## src/rgnp_regs.svh

```systemverilog
// Function
// - base register region field reads current selection
// - attribute register targets the selected region
// - attribute register takes word and halfword writes
// - bit 28 set forbids instruction fetches
// - attribute fields at their fixed bit positions
// - subregion disable bits 15:8, one disables
// - region size is two to size plus one
// - base field is bits 31 down to N
// - 4 GB region uses base zero
// - valid zero keeps selection, updates current base
// - valid one reloads selection, then updates base
// - valid bit always reads as zero
// - eight regions, three bit region field
`ifndef RGNP_REGS_SVH
`define RGNP_REGS_SVH
`define RGNP_OFS_SEL        12'h000
`define RGNP_OFS_BASE       12'h004
`define RGNP_OFS_ATTR       12'h008
`define RGNP_OFS_BASE_A1    12'h00C
`define RGNP_OFS_ATTR_A1    12'h010
`define RGNP_OFS_BASE_A2    12'h014
`define RGNP_OFS_ATTR_A2    12'h018
`define RGNP_NUM_REGIONS    8
`define RGNP_FETCH_DIS_BIT  28
`define RGNP_PERM_HI        26
`define RGNP_PERM_LO        24
`define RGNP_TEXT_HI        21
`define RGNP_TEXT_LO        19
`define RGNP_SHARE_BIT      18
`define RGNP_CACHE_BIT      17
`define RGNP_BUFF_BIT       16
`define RGNP_SRD_HI         15
`define RGNP_SRD_LO         8
`define RGNP_SIZE_HI        5
`define RGNP_SIZE_LO        1
`define RGNP_ENABLE_BIT     0
`define RGNP_VALID_BIT      4
`define RGNP_ATTR_MASK      32'h173FFF3F
`define RGNP_BASE_MASK      32'hFFFFFFE0
`define RGNP_SIZE_FULL      5'h1F
`define RGNP_RESET_WORD     32'h00000000
`endif

```

## src/rgnp_pkg.sv

```systemverilog
package rgnp_pkg;
    typedef logic [2:0]  rgnp_idx_t;
    typedef logic [31:0] rgnp_word_t;
    typedef enum logic [1:0] {RGNP_NONE, RGNP_SELR, RGNP_BASER, RGNP_ATTRR} rgnp_kind_t;
endpackage

```

## src/rgnp_decode.sv

```systemverilog
`timescale 1ns/1ps
`include "rgnp_regs.svh"
module rgnp_decode
    import rgnp_pkg::*;
(
    // address in
    input  wire logic [11:0] addr,
    // decoded kind
    output rgnp_kind_t       kind
);
    always_comb begin
        case (addr)
            `RGNP_OFS_SEL:     kind = RGNP_SELR;
            // aliases share the primary decode
            `RGNP_OFS_BASE,
            `RGNP_OFS_BASE_A1,
            `RGNP_OFS_BASE_A2: kind = RGNP_BASER;
            `RGNP_OFS_ATTR,
            `RGNP_OFS_ATTR_A1,
            `RGNP_OFS_ATTR_A2: kind = RGNP_ATTRR;
            default:           kind = RGNP_NONE;
        endcase
    end
endmodule

```

## src/rgnp_base_eff.sv

```systemverilog
`timescale 1ns/1ps
`include "rgnp_regs.svh"
module rgnp_base_eff
    import rgnp_pkg::*;
(
    // stored fields
    input  wire logic [31:0] base_raw,
    input  wire logic [4:0]  size,
    // effective base
    output rgnp_word_t       base_eff
);
    logic [5:0]  n;
    logic [31:0] mask;
    always_comb begin
        n = {1'b0, size} + 6'h01;
        mask = 32'hFFFFFFFF << n;
        if (size == `RGNP_SIZE_FULL) begin
            base_eff = 32'h00000000;
        end else begin
            base_eff = base_raw & mask;
        end
    end
endmodule

```

## src/rgnp_top.sv

```systemverilog
`timescale 1ns/1ps
`include "rgnp_regs.svh"
module rgnp_top
    import rgnp_pkg::*;
(
    // clock and reset
    input  wire logic        CLK,
    input  wire logic        SYS_RST,
    // apb slave
    input  wire logic        PSEL,
    input  wire logic        PENABLE,
    input  wire logic        PWRITE,
    input  wire logic [11:0] PADDR,
    input  wire logic [31:0] PWDATA,
    input  wire logic [3:0]  PSTRB,
    output logic      [31:0] PRDATA,
    output logic             PREADY,
    output logic             PSLVERR,
    // per-region view for the checker, region chosen by VIEW_SEL
    input  wire logic [2:0]  VIEW_SEL,
    output logic      [31:0] VIEW_BASE,
    output logic      [31:0] VIEW_ATTR,
    output logic             VIEW_FETCH_DIS,
    output logic      [7:0]  VIEW_SRD,
    output logic             VIEW_ENABLE
);
    logic [31:0] base_mem_r [0:`RGNP_NUM_REGIONS-1];
    logic [31:0] attr_mem_r [0:`RGNP_NUM_REGIONS-1];
    logic [2:0]  sel_r;
    logic [31:0] prdata_r;
    logic        pready_r;
    logic        pslverr_r;
    logic [31:0] vbase_r;
    logic [31:0] vattr_r;
    logic        vfd_r;
    logic [7:0]  vsrd_r;
    logic        ven_r;
    rgnp_kind_t  kind;
    logic        acc;
    logic        wr;
    logic [2:0]  tgt;
    logic [31:0] bmask;
    logic [31:0] attr_nxt;
    logic [31:0] rd_nxt;
    logic [31:0] veff;

    rgnp_decode u_dec (
        .addr (PADDR),
        .kind (kind)
    );

    rgnp_base_eff u_eff (
        .base_raw (base_mem_r[VIEW_SEL]),
        .size     (attr_mem_r[VIEW_SEL][`RGNP_SIZE_HI:`RGNP_SIZE_LO]),
        .base_eff (veff)
    );

    // access is taken in the first enable cycle, PREADY follows one cycle later
    assign acc = PSEL && PENABLE && !pready_r;
    assign wr = acc && PWRITE && (kind != RGNP_NONE);
    // valid bit retargets the written region
    assign tgt = PWDATA[`RGNP_VALID_BIT] ? PWDATA[2:0] : sel_r;

    // byte lanes: word or halfword writes
    genvar g;
    generate
        for (g = 0; g < 4; g = g + 1) begin : g_lane
            assign bmask[g*8 +: 8] = PSTRB[g] ? 8'hFF : 8'h00;
        end
    endgenerate

    always_comb begin
        attr_nxt = (attr_mem_r[sel_r] & ~bmask) | (PWDATA & bmask);
        attr_nxt = attr_nxt & `RGNP_ATTR_MASK;
    end

    always_comb begin
        case (kind)
            RGNP_SELR:  rd_nxt = {29'h0, sel_r};
            // valid reads zero, region field shows selection
            RGNP_BASER: rd_nxt = (base_mem_r[sel_r] & `RGNP_BASE_MASK)
                                 | {29'h0, sel_r};
            RGNP_ATTRR: rd_nxt = attr_mem_r[sel_r];
            default:    rd_nxt = 32'h00000000;
        endcase
    end

    // region selection
    always_ff @(posedge CLK) begin
        if (SYS_RST) begin
            sel_r <= 3'h0;
        end else if (wr && kind == RGNP_SELR && PSTRB[0]) begin
            sel_r <= PWDATA[2:0];
        end else if (wr && kind == RGNP_BASER && PSTRB[0] && PWDATA[`RGNP_VALID_BIT]) begin
            sel_r <= PWDATA[2:0];
        end
    end

    // per-region storage
    always_ff @(posedge CLK) begin
        if (SYS_RST) begin
            for (int i = 0; i < `RGNP_NUM_REGIONS; i++) begin
                base_mem_r[i] <= `RGNP_RESET_WORD;
                attr_mem_r[i] <= `RGNP_RESET_WORD;
            end
        end else if (wr && kind == RGNP_BASER && PSTRB == 4'hF) begin
            base_mem_r[tgt] <= PWDATA & `RGNP_BASE_MASK;
        end else if (wr && kind == RGNP_ATTRR) begin
            attr_mem_r[sel_r] <= attr_nxt;
        end
    end

    // apb response
    always_ff @(posedge CLK) begin
        if (SYS_RST) begin
            pready_r <= 1'b0;
            pslverr_r <= 1'b0;
            prdata_r <= 32'h00000000;
        end else begin
            pready_r <= PSEL && PENABLE && !pready_r;
            pslverr_r <= acc && (kind == RGNP_NONE);
            prdata_r <= (acc && !PWRITE) ? rd_nxt : 32'h00000000;
        end
    end

    // registered region view, attributes passed raw
    always_ff @(posedge CLK) begin
        if (SYS_RST) begin
            vbase_r <= 32'h00000000;
            vattr_r <= 32'h00000000;
            vfd_r <= 1'b0;
            vsrd_r <= 8'h00;
            ven_r <= 1'b0;
        end else begin
            vbase_r <= veff;
            vattr_r <= attr_mem_r[VIEW_SEL];
            vfd_r <= attr_mem_r[VIEW_SEL][`RGNP_FETCH_DIS_BIT];
            vsrd_r <= attr_mem_r[VIEW_SEL][`RGNP_SRD_HI:`RGNP_SRD_LO];
            ven_r <= attr_mem_r[VIEW_SEL][`RGNP_ENABLE_BIT];
        end
    end

    assign PRDATA = prdata_r;
    assign PREADY = pready_r;
    assign PSLVERR = pslverr_r;
    assign VIEW_BASE = vbase_r;
    assign VIEW_ATTR = vattr_r;
    assign VIEW_FETCH_DIS = vfd_r;
    assign VIEW_SRD = vsrd_r;
    assign VIEW_ENABLE = ven_r;

    property p_valid_reads_zero;
        @(posedge CLK) disable iff (SYS_RST)
        (acc && !PWRITE && kind == RGNP_BASER) |=> !PRDATA[`RGNP_VALID_BIT];
    endproperty
    a_valid_reads_zero: assert property (p_valid_reads_zero) else $error("valid bit read one");

    property p_region_reads_sel;
        @(posedge CLK) disable iff (SYS_RST)
        (acc && !PWRITE && kind == RGNP_BASER) |=> (PRDATA[2:0] == $past(sel_r));
    endproperty
    a_region_reads_sel: assert property (p_region_reads_sel) else $error("region field wrong");

    property p_valid_one_retargets;
        @(posedge CLK) disable iff (SYS_RST)
        (wr && kind == RGNP_BASER && PSTRB[0] && PWDATA[`RGNP_VALID_BIT])
        |=> (sel_r == $past(PWDATA[2:0]));
    endproperty
    a_valid_one_retargets: assert property (p_valid_one_retargets) else $error("no retarget");

    property p_valid_zero_keeps;
        @(posedge CLK) disable iff (SYS_RST)
        (wr && kind == RGNP_BASER && !PWDATA[`RGNP_VALID_BIT]) |=> $stable(sel_r);
    endproperty
    a_valid_zero_keeps: assert property (p_valid_zero_keeps) else $error("selection moved");

    property p_full_base_zero;
        @(posedge CLK) disable iff (SYS_RST)
        (attr_mem_r[VIEW_SEL][5:1] == `RGNP_SIZE_FULL) |=> (VIEW_BASE == 32'h00000000);
    endproperty
    a_full_base_zero: assert property (p_full_base_zero) else $error("full region base nonzero");

    property p_fetch_dis;
        @(posedge CLK) disable iff (SYS_RST)
        ##1 (VIEW_FETCH_DIS == $past(attr_mem_r[VIEW_SEL][28]));
    endproperty
    a_fetch_dis: assert property (p_fetch_dis) else $error("fetch disable mismatch");

    property p_half_write_keeps_upper;
        @(posedge CLK) disable iff (SYS_RST)
        (wr && kind == RGNP_ATTRR && PSTRB == 4'h3)
        |=> (attr_mem_r[$past(sel_r)][31:16] == $past(attr_mem_r[sel_r][31:16]));
    endproperty
    a_half_write_keeps_upper: assert property (p_half_write_keeps_upper) else $error("upper lost");

    property p_ready_one_cycle;
        @(posedge CLK) disable iff (SYS_RST)
        PREADY |=> !PREADY;
    endproperty
    a_ready_one_cycle: assert property (p_ready_one_cycle) else $error("pready held");

    property p_sel_write;
        @(posedge CLK) disable iff (SYS_RST)
        (wr && kind == RGNP_SELR && PSTRB[0]) |=> (sel_r == $past(PWDATA[2:0]));
    endproperty
    a_sel_write: assert property (p_sel_write) else $error("selection not loaded");

    property p_sel_reads;
        @(posedge CLK) disable iff (SYS_RST)
        (acc && !PWRITE && kind == RGNP_SELR) |=> (PRDATA == {29'h0, $past(sel_r)});
    endproperty
    a_sel_reads: assert property (p_sel_reads) else $error("selection read wrong");

    property p_attr_store;
        @(posedge CLK) disable iff (SYS_RST)
        (wr && kind == RGNP_ATTRR && PSTRB == 4'hF)
        |=> (attr_mem_r[$past(sel_r)] == ($past(PWDATA) & `RGNP_ATTR_MASK));
    endproperty
    a_attr_store: assert property (p_attr_store) else $error("attr word not stored");

    property p_half_write_keeps_lower;
        @(posedge CLK) disable iff (SYS_RST)
        (wr && kind == RGNP_ATTRR && PSTRB == 4'hC)
        |=> (attr_mem_r[$past(sel_r)][15:0] == $past(attr_mem_r[sel_r][15:0]));
    endproperty
    a_half_write_keeps_lower: assert property (p_half_write_keeps_lower) else $error("lower lost");

    property p_fd_write;
        @(posedge CLK) disable iff (SYS_RST)
        (wr && kind == RGNP_ATTRR && PSTRB[3])
        |=> (attr_mem_r[$past(sel_r)][28] == $past(PWDATA[28]));
    endproperty
    a_fd_write: assert property (p_fd_write) else $error("fetch disable not stored");

    property p_srd_write;
        @(posedge CLK) disable iff (SYS_RST)
        (wr && kind == RGNP_ATTRR && PSTRB[1])
        |=> (attr_mem_r[$past(sel_r)][15:8] == $past(PWDATA[15:8]));
    endproperty
    a_srd_write: assert property (p_srd_write) else $error("subregion bits not stored");

    property p_base_valid_zero;
        @(posedge CLK) disable iff (SYS_RST)
        (wr && kind == RGNP_BASER && PSTRB == 4'hF && !PWDATA[`RGNP_VALID_BIT])
        |=> (base_mem_r[$past(sel_r)] == ($past(PWDATA) & `RGNP_BASE_MASK));
    endproperty
    a_base_valid_zero: assert property (p_base_valid_zero) else $error("base not stored");

    property p_base_valid_one;
        @(posedge CLK) disable iff (SYS_RST)
        (wr && kind == RGNP_BASER && PSTRB == 4'hF && PWDATA[`RGNP_VALID_BIT])
        |=> (base_mem_r[$past(PWDATA[2:0])] == ($past(PWDATA) & `RGNP_BASE_MASK));
    endproperty
    a_base_valid_one: assert property (p_base_valid_one) else $error("retarget base lost");

    property p_srd_view;
        @(posedge CLK) disable iff (SYS_RST)
        ##1 (VIEW_SRD == $past(attr_mem_r[VIEW_SEL][15:8]));
    endproperty
    a_srd_view: assert property (p_srd_view) else $error("subregion view mismatch");

    property p_enable_view;
        @(posedge CLK) disable iff (SYS_RST)
        ##1 (VIEW_ENABLE == $past(attr_mem_r[VIEW_SEL][0]));
    endproperty
    a_enable_view: assert property (p_enable_view) else $error("enable view mismatch");

    property p_attr_view;
        @(posedge CLK) disable iff (SYS_RST)
        ##1 (VIEW_ATTR == $past(attr_mem_r[VIEW_SEL]));
    endproperty
    a_attr_view: assert property (p_attr_view) else $error("attr view mismatch");

    property p_base_aligned;
        @(posedge CLK) disable iff (SYS_RST)
        (attr_mem_r[VIEW_SEL][5:1] != `RGNP_SIZE_FULL)
        |=> ((VIEW_BASE & ~(32'hFFFFFFFF << ($past(attr_mem_r[VIEW_SEL][5:1]) + 6'h01)))
             == 32'h00000000);
    endproperty
    a_base_aligned: assert property (p_base_aligned) else $error("base below N");

    property p_alias_attr_read;
        @(posedge CLK) disable iff (SYS_RST)
        (acc && !PWRITE && (PADDR == `RGNP_OFS_ATTR_A1 || PADDR == `RGNP_OFS_ATTR_A2))
        |=> (PRDATA == $past(attr_mem_r[sel_r]));
    endproperty
    a_alias_attr_read: assert property (p_alias_attr_read) else $error("attr alias read");

    property p_alias_base_read;
        @(posedge CLK) disable iff (SYS_RST)
        (acc && !PWRITE && (PADDR == `RGNP_OFS_BASE_A1 || PADDR == `RGNP_OFS_BASE_A2))
        |=> (PRDATA == ($past(base_mem_r[sel_r]) | {29'h0, $past(sel_r)}));
    endproperty
    a_alias_base_read: assert property (p_alias_base_read) else $error("base alias read");
endmodule

```

## config.mk

```make
export PLATFORM = sky130hd
export DESIGN_NAME = rgnp_top
export DESIGN_NICKNAME = d
export VERILOG_FILES = /design/src/rgnp_pkg.sv /design/src/rgnp_decode.sv /design/src/rgnp_base_eff.sv /design/src/rgnp_top.sv
export VERILOG_INCLUDE_DIRS = /design/src /design/src/src
export SDC_FILE = /design/constraint.sdc
export NUM_CORES = 1
export LEC_CHECK = 0
export ABC_AREA = 1
export BUFFER_PORTS_ARGS = -buffer_cell sky130_fd_sc_hd__buf_2
export CAP_MARGIN = 20
export CORE_MARGIN = 1
export CORE_UTILIZATION = 56
export CTS_CLUSTER_DIAMETER = 60
export CTS_CLUSTER_SIZE = 14
export DETAILED_ROUTE_END_ITERATION = 12
export PLACE_DENSITY = 0.77
export REMOVE_ABC_BUFFERS = 1
export SYNTH_ARGS = -nofsm -noshare
export SYNTH_HDL_FRONTEND = slang
export SYNTH_HIERARCHICAL = 1
export SYNTH_SLANG_ARGS = --single-unit
```

## constraint.sdc

```tcl
create_clock -name CLK -period 2.6 [get_ports CLK]
set_input_delay 0 -clock CLK [delete_from_list [all_inputs] [get_ports CLK]]
set_output_delay 0 -clock CLK [all_outputs]
set_load 0.02 [all_outputs]
```

# == After elaboration in Yosys (flattened, before gate mapping) ==
# Memory sizes are Yosys's and may differ from the RTL's. A register that Yosys moved wholly into a read port is not among the register bits.
# Index checks and enable logic that the tools add are counted.
# totals
in_bits,56
register_bits,111
output_inout_bits,108
mem_bits_rw,408
n_memories,2
# classes
n_eq_ne,11
reduce_logical,25
mux,28
addsub,1
bitwise,7
shift,1
# mem_list
name,words,width,rd,rd_ports_with_merged_regs,wr,line_no,text
base_mem_r,8,27,2,1,8,rgnp_top.sv:27,logic [31:0] base_mem_r [0:`RGNP_NUM_REGIONS-1];
attr_mem_r,8,24,2,1,8,rgnp_top.sv:28,logic [31:0] attr_mem_r [0:`RGNP_NUM_REGIONS-1];
# ops
operator,count
32-bit one-hot mux with 3 select lines,1
29-bit bitwise AND,2
"12-bit by 5-bit == test with 1-bit output, second input constant",3
32-bit bitwise AND,1
32-bit by 3-bit OR with 32-bit output,1
"32-bit by 6-bit << shifter with 32-bit output, first input constant",1
29-bit NOT,1
29-bit OR,1
27-bit two-way mux,1
3-bit two-way mux,9
27-bit OR reduction,1
"12-bit by 4-bit == test with 1-bit output, second input constant",2
24-bit two-way mux,1
8-bit two-way mux,3
24-bit OR reduction,1
1-bit logical AND,13
"12-bit by 3-bit == test with 1-bit output, second input constant",1
12-bit zero test,1
1-bit two-way mux,11
"5-bit by 1-bit adder with 6-bit output, second input constant",1
2-bit one-hot mux with 3 select lines,1
3-bit OR reduction,2
"5-bit == test, second input constant",1
5-bit two-way mux,1
8 further kinds,12

# == Depth between registers and ports, before layout ==
# logic_depth
depth_word,12
mapped_depth,21
depth_no_buf,17

# == Modules after synthesis ==
# Netlist, hierarchy kept.
# modules_own_cells
module,seq_area_each_um2,cells_per_inst,n_inst,area_each_um2
rgnp_top,14173.6,3022,1,25215.4
rgnp_base_eff,0.0,151,1,759.5
rgnp_decode,0.0,15,1,68.8

# == Worst setup path after synthesis ==
# Ideal clock, no wire load.
# synth_timing
path_type,input-to-reg
from,in PADDR[8]
to,mem base_mem_r[0][0] in the netlist's numbering (enable)
cell_stages,12
path_buffers,1
arrival_time_ns,2.314
required_time_ns,2.216
setup_slack_ns,-0.099
cell_sequence,nor2_1 -> nand2_1 -> nor2_2 -> o211ai_1 -> nand2_1 -> inv_1 -> nor2_2 -> inv_1 -> nor3_4 -> nand3_2 -> clkbuf_1 -> nand2_1
# synth_lines
item,line_no,text
"start, declared",rgnp_top.sv:13,"input wire logic [11:0] PADDR,"
"end, declared",rgnp_top.sv:27,

# == Final worst setup path ==
# layout_timing
from,in PENABLE
to,"reg prdata_r[12], in the netlist PRDATA[12]"
# layout_via
elab_chain_cells,5
# layout_lines
item,line_no,text
"start, declared",rgnp_top.sv:11,"input wire logic PENABLE,"
1-bit logical AND (2 in series),rgnp_top.sv:59,assign acc = PSEL && PENABLE && !pready_r;
1-bit logical AND,rgnp_top.sv:122,prdata_r <= (acc && !PWRITE) ? rd_nxt : 32'h00000000;
1-bit NOT (no source line),-,
2-bit OR reduction (no source line),-,
"end signal, assigned",rgnp_top.sv:122,
"end, declared",rgnp_top.sv:30,logic [31:0] prdata_r;
# Every way passes these cells.
# A chain may end at the register's enable or synchronous reset.

==> results.sh <==
export IMPL_status="finished clean"
export IMPL_ant_nets=0
export IMPL_die_area_um2=47400
export IMPL_p_comb_frac=0.107
export IMPL_mostFrequentLayoutCells="nor2_1, nand2_1, edfxtp_1"
export IMPL_cts_buffer_depth=3
export IMPL_io_buffers=155
export IMPL_ys_seq_area_frac=0.544
export IMPL_final_common_cell="nor2_1"
export IMPL_p_leak_nw=12.3
export IMPL_crit_end="PRDATA[12]$_SDFF_PP0_"
export IMPL_root_buffer="clkbuf_16"
export IMPL_via_count=23900
export IMPL_r2r_start="attr_mem_r[1][1]$_SDFFCE_PN0P_"
export IMPL_synthSimpleGateAreaFrac=0.215
export IMPL_num_rows=78
export IMPL_hp_class="input pin to register"
export IMPL_synth_top_family_by_area="simple AND/OR/NAND/NOR gates"
export IMPL_critPathKind="input pin to register"
export IMPL_ff2ff_path_depth=16
export IMPL_grt_overflow_total=0
export IMPL_drt_iter0_markers=3356
export IMPL_worstPathRequired_ns=3.12
export IMPL_worst_slack_ns=0.136
export IMPL_die_x_um=218
export IMPL_drtPass1Iterations=7
export IMPL_routabilityCongestion=0.963
export IMPL_final_nets=3366
export IMPL_max_slew_worst_pin_slew_ns=0.974
export IMPL_clock_latency_ns=0.59
export IMPL_cp_startpoint="PENABLE"
export IMPL_avgSynthCellArea_um2=8.17
export IMPL_reg2reg_slack_ns=0.23
export IMPL_finalCriticalPeriod_ns=2.46
export IMPL_power_frac_seq=0.523
export IMPL_start_util=0.571
export IMPL_antenna_found_initial=2
export IMPL_muxShareOfSynthArea=0
export IMPL_power_frac_clock=0.370
export IMPL_fmax_mhz=406
export IMPL_cts_clk_slew_worst_paths_ns=0.07
export IMPL_synth_edf_count=408
export IMPL_end_kind="register"
export IMPL_yosys_register_bits=504
export IMPL_wl_per_cell_um=21.3
export IMPL_clock_sinks=504
export IMPL_finalSetupViolations=0
export IMPL_synth_cell_types=33
export IMPL_ios=164
export IMPL_syn_area_um2=26000
export IMPL_viasPerCell=6.07
export IMPL_utilization=0.644
export IMPL_synth_flop_cell="edfxtp_1"
export IMPL_fin_crit_sh=0.948
export IMPL_fin_hold_ws_ns=0.0313
export IMPL_drc=0
export IMPL_grt_start_max_net_pins=143
export IMPL_area_growth_pct=12.6
export IMPL_place_ws_ns=0.0877
export IMPL_cts_buffers=45
export IMPL_grtUsageTotal=0.352
export IMPL_postSynthCellCount=3188
export IMPL_n_fill_cell=3702
export IMPL_skew_ns=0.0272
export IMPL_grt_pass1_wl_um=127000
export IMPL_rr_endpoint="VIEW_BASE[29]$_SDFF_PP0_"
export IMPL_path_max_fanout=9
export IMPL_routed_wl_um=83900
export IMPL_yosysWarnings=6
export IMPL_hpwl_um=50800
export IMPL_critical_path_arrival_ns=2.99
export IMPL_drive_gt1_frac=0.101
export IMPL_finalHoldViolCount=0
export IMPL_cts_tree="done"
export IMPL_rsz0062_at_grt="no"
export IMPL_synth_compound_area_frac=0.153
export IMPL_synthAdderAreaFrac=0.00288
export IMPL_grt_pass1_vias=22700
export IMPL_n_antenna_cell=0
export IMPL_p_int_w=0.0130
export IMPL_p_sw_frac=0.255
export IMPL_synth_xor_area_frac=0
export IMPL_slew_violations=0
export IMPL_htree_levels=2
export IMPL_power_density_nw_per_um2=596
export IMPL_die_y_um=218
export IMPL_core_area_um2=45600
export IMPL_async_reset_ff_frac=0
export IMPL_cp_start_kind="input pin"
export IMPL_relSlewSlack=0.350
export IMPL_ir_drop_mv=0.410
export IMPL_p_sw_w=0.00445
export IMPL_cap_viol_max_count=0
flip-flops by register name, indices dropped and copies added (netlist names), named ones only:
| register | cells |
|---|---|
| base_mem_r | 216 |
| attr_mem_r | 192 |
| PRDATA | 32 |
| VIEW_BASE | 32 |
| VIEW_ATTR | 16 |
| VIEW_SRD | 7 |
| sel_r | 3 |
| PREADY | 1 |
| PSLVERR | 1 |
| VIEW_FETCH_DIS | 1 |
cells by family (layout without fill, tap and decap cells):
logic type,after synthesis,count (layout)
compound gates,770,770
fa+ha+maj,6,6
buf+inv,556,693
flops,504,504
other cells,1,13
simple gates,1351,1351
what timing repair did:
| item | in CTS | in global routing |
|---|---|---|
| setup endpoints to repair | 0 | 5 |
| hold endpoints to repair | 259 | 0 |
| setup buffers | 0 | 0 |
| hold buffers | 35 | 0 |
| resized for setup | 0 | 2 |
final cells by class:
cell class / instances / area [um^2] / share of cell area
flip-flops and latches: 504 / 14200 / 0.483
repair buffers: 285 / 2100 / 0.0715
multi-input cells: 2140 / 9720 / 0.331
clock inverters: 9 / 83.8 / 0.00286
well taps: 600 / 751 / 0.0256
clock buffers: 71 / 1270 / 0.0432
inverters: 328 / 1240 / 0.0422
per-layer routing:
metal	track usage	wire length [um]
met5	0	25
met3	0.0771	10600
met4	0.198	4770
met1	0.453	30700
met2	0.550	37900
through the flow:
step / instances / instance area, um^2 / total power, W / TNS, ns
floorplan: 2972 / 25100 / 0.0103 / -1375.16
global placement: 3822 / 27600 / 0.0110 / 0
detailed placement: 3822 / 27600 / 0.0111 / 0
CTS: 3937 / 29300 / 0.0174 / 0
global route: 3937 / 29300 / 0.0180 / 0
finish: 3937 / 29300 / 0.0175 / 0
cell usage after synthesis (2+ instances only):
| cell type | n | area share |
|---|---|---|
| nor2_2 | 3 | 0.00072 |
| buf_1 | 39 | 0.0056 |
| o22ai_1 | 2 | 0.00048 |
| nand4_1 | 2 | 0.00048 |
| clkbuf_1 | 151 | 0.022 |
| buf_6 | 2 | 0.00086 |
| inv_2 | 2 | 0.00029 |
| nor2_1 | 557 | 0.080 |
| dfxtp_1 | 96 | 0.074 |
| o21a_1 | 9 | 0.0026 |
| nand2_4 | 2 | 0.00086 |
| nor3_1 | 2 | 0.00038 |
| nand3_1 | 269 | 0.052 |
| and3_1 | 20 | 0.0048 |
| inv_1 | 324 | 0.047 |
| nand2_1 | 477 | 0.069 |
| buf_2 | 16 | 0.0031 |
| nand3b_1 | 6 | 0.0017 |
| nand3_2 | 8 | 0.0031 |
| edfxtp_1 | 408 | 0.47 |
| clkinv_1 | 2 | 0.00029 |
| nand2_2 | 2 | 0.00048 |
| buf_4 | 19 | 0.0055 |
| ha_1 | 6 | 0.0029 |
| a21oi_1 | 400 | 0.077 |
| o211ai_1 | 47 | 0.014 |
| o21ai_0 | 311 | 0.060 |
worst min path at each step:
stage                              end        start  cells after the start  slack (ns)
2_1_floorplan  VIEW_ATTR[1]$_SDFF_PP0_      SYS_RST                      1        0.07
3_3_place_gp                  register    PWDATA[1]                      5        0.39
3_5_place_dp                  register    PWDATA[0]                      5        0.39
4_1_cts             PSLVERR$_SDFF_PP0_     PADDR[3]                      6       0.006
5_1_grt        VIEW_ATTR[3]$_SDFF_PP0_  VIEW_SEL[2]                      4        0.05
6_report            PSLVERR$_SDFF_PP0_     PADDR[3]                      6        0.03
power groups by stage:
stage | combinational (W) | clock [W] | sequential, W
floorplan | 0.000887 | 0 | 0.00939
global placement | 0.00173 | 0 | 0.00929
detailed placement | 0.00177 | 0 | 0.00931
CTS | 0.00182 | 0.00649 | 0.00913
global route | 0.00202 | 0.00678 | 0.00917
finish | 0.00187 | 0.00647 | 0.00913
critical path, cell delays in order:
cell	delay (ns)
dlygate4sd3_1	0.52
buf_2	0.10
nand2_1	0.07
dlygate4sd3_1	0.62
nor2_1	0.19
nand2_1	0.12
nor2_1	0.11
inv_1	0.24
nor2_1	0.31
buf_4	0.29
nand3_1	0.24
nand2_1	0.15
(Power assumes the default switching activity.)
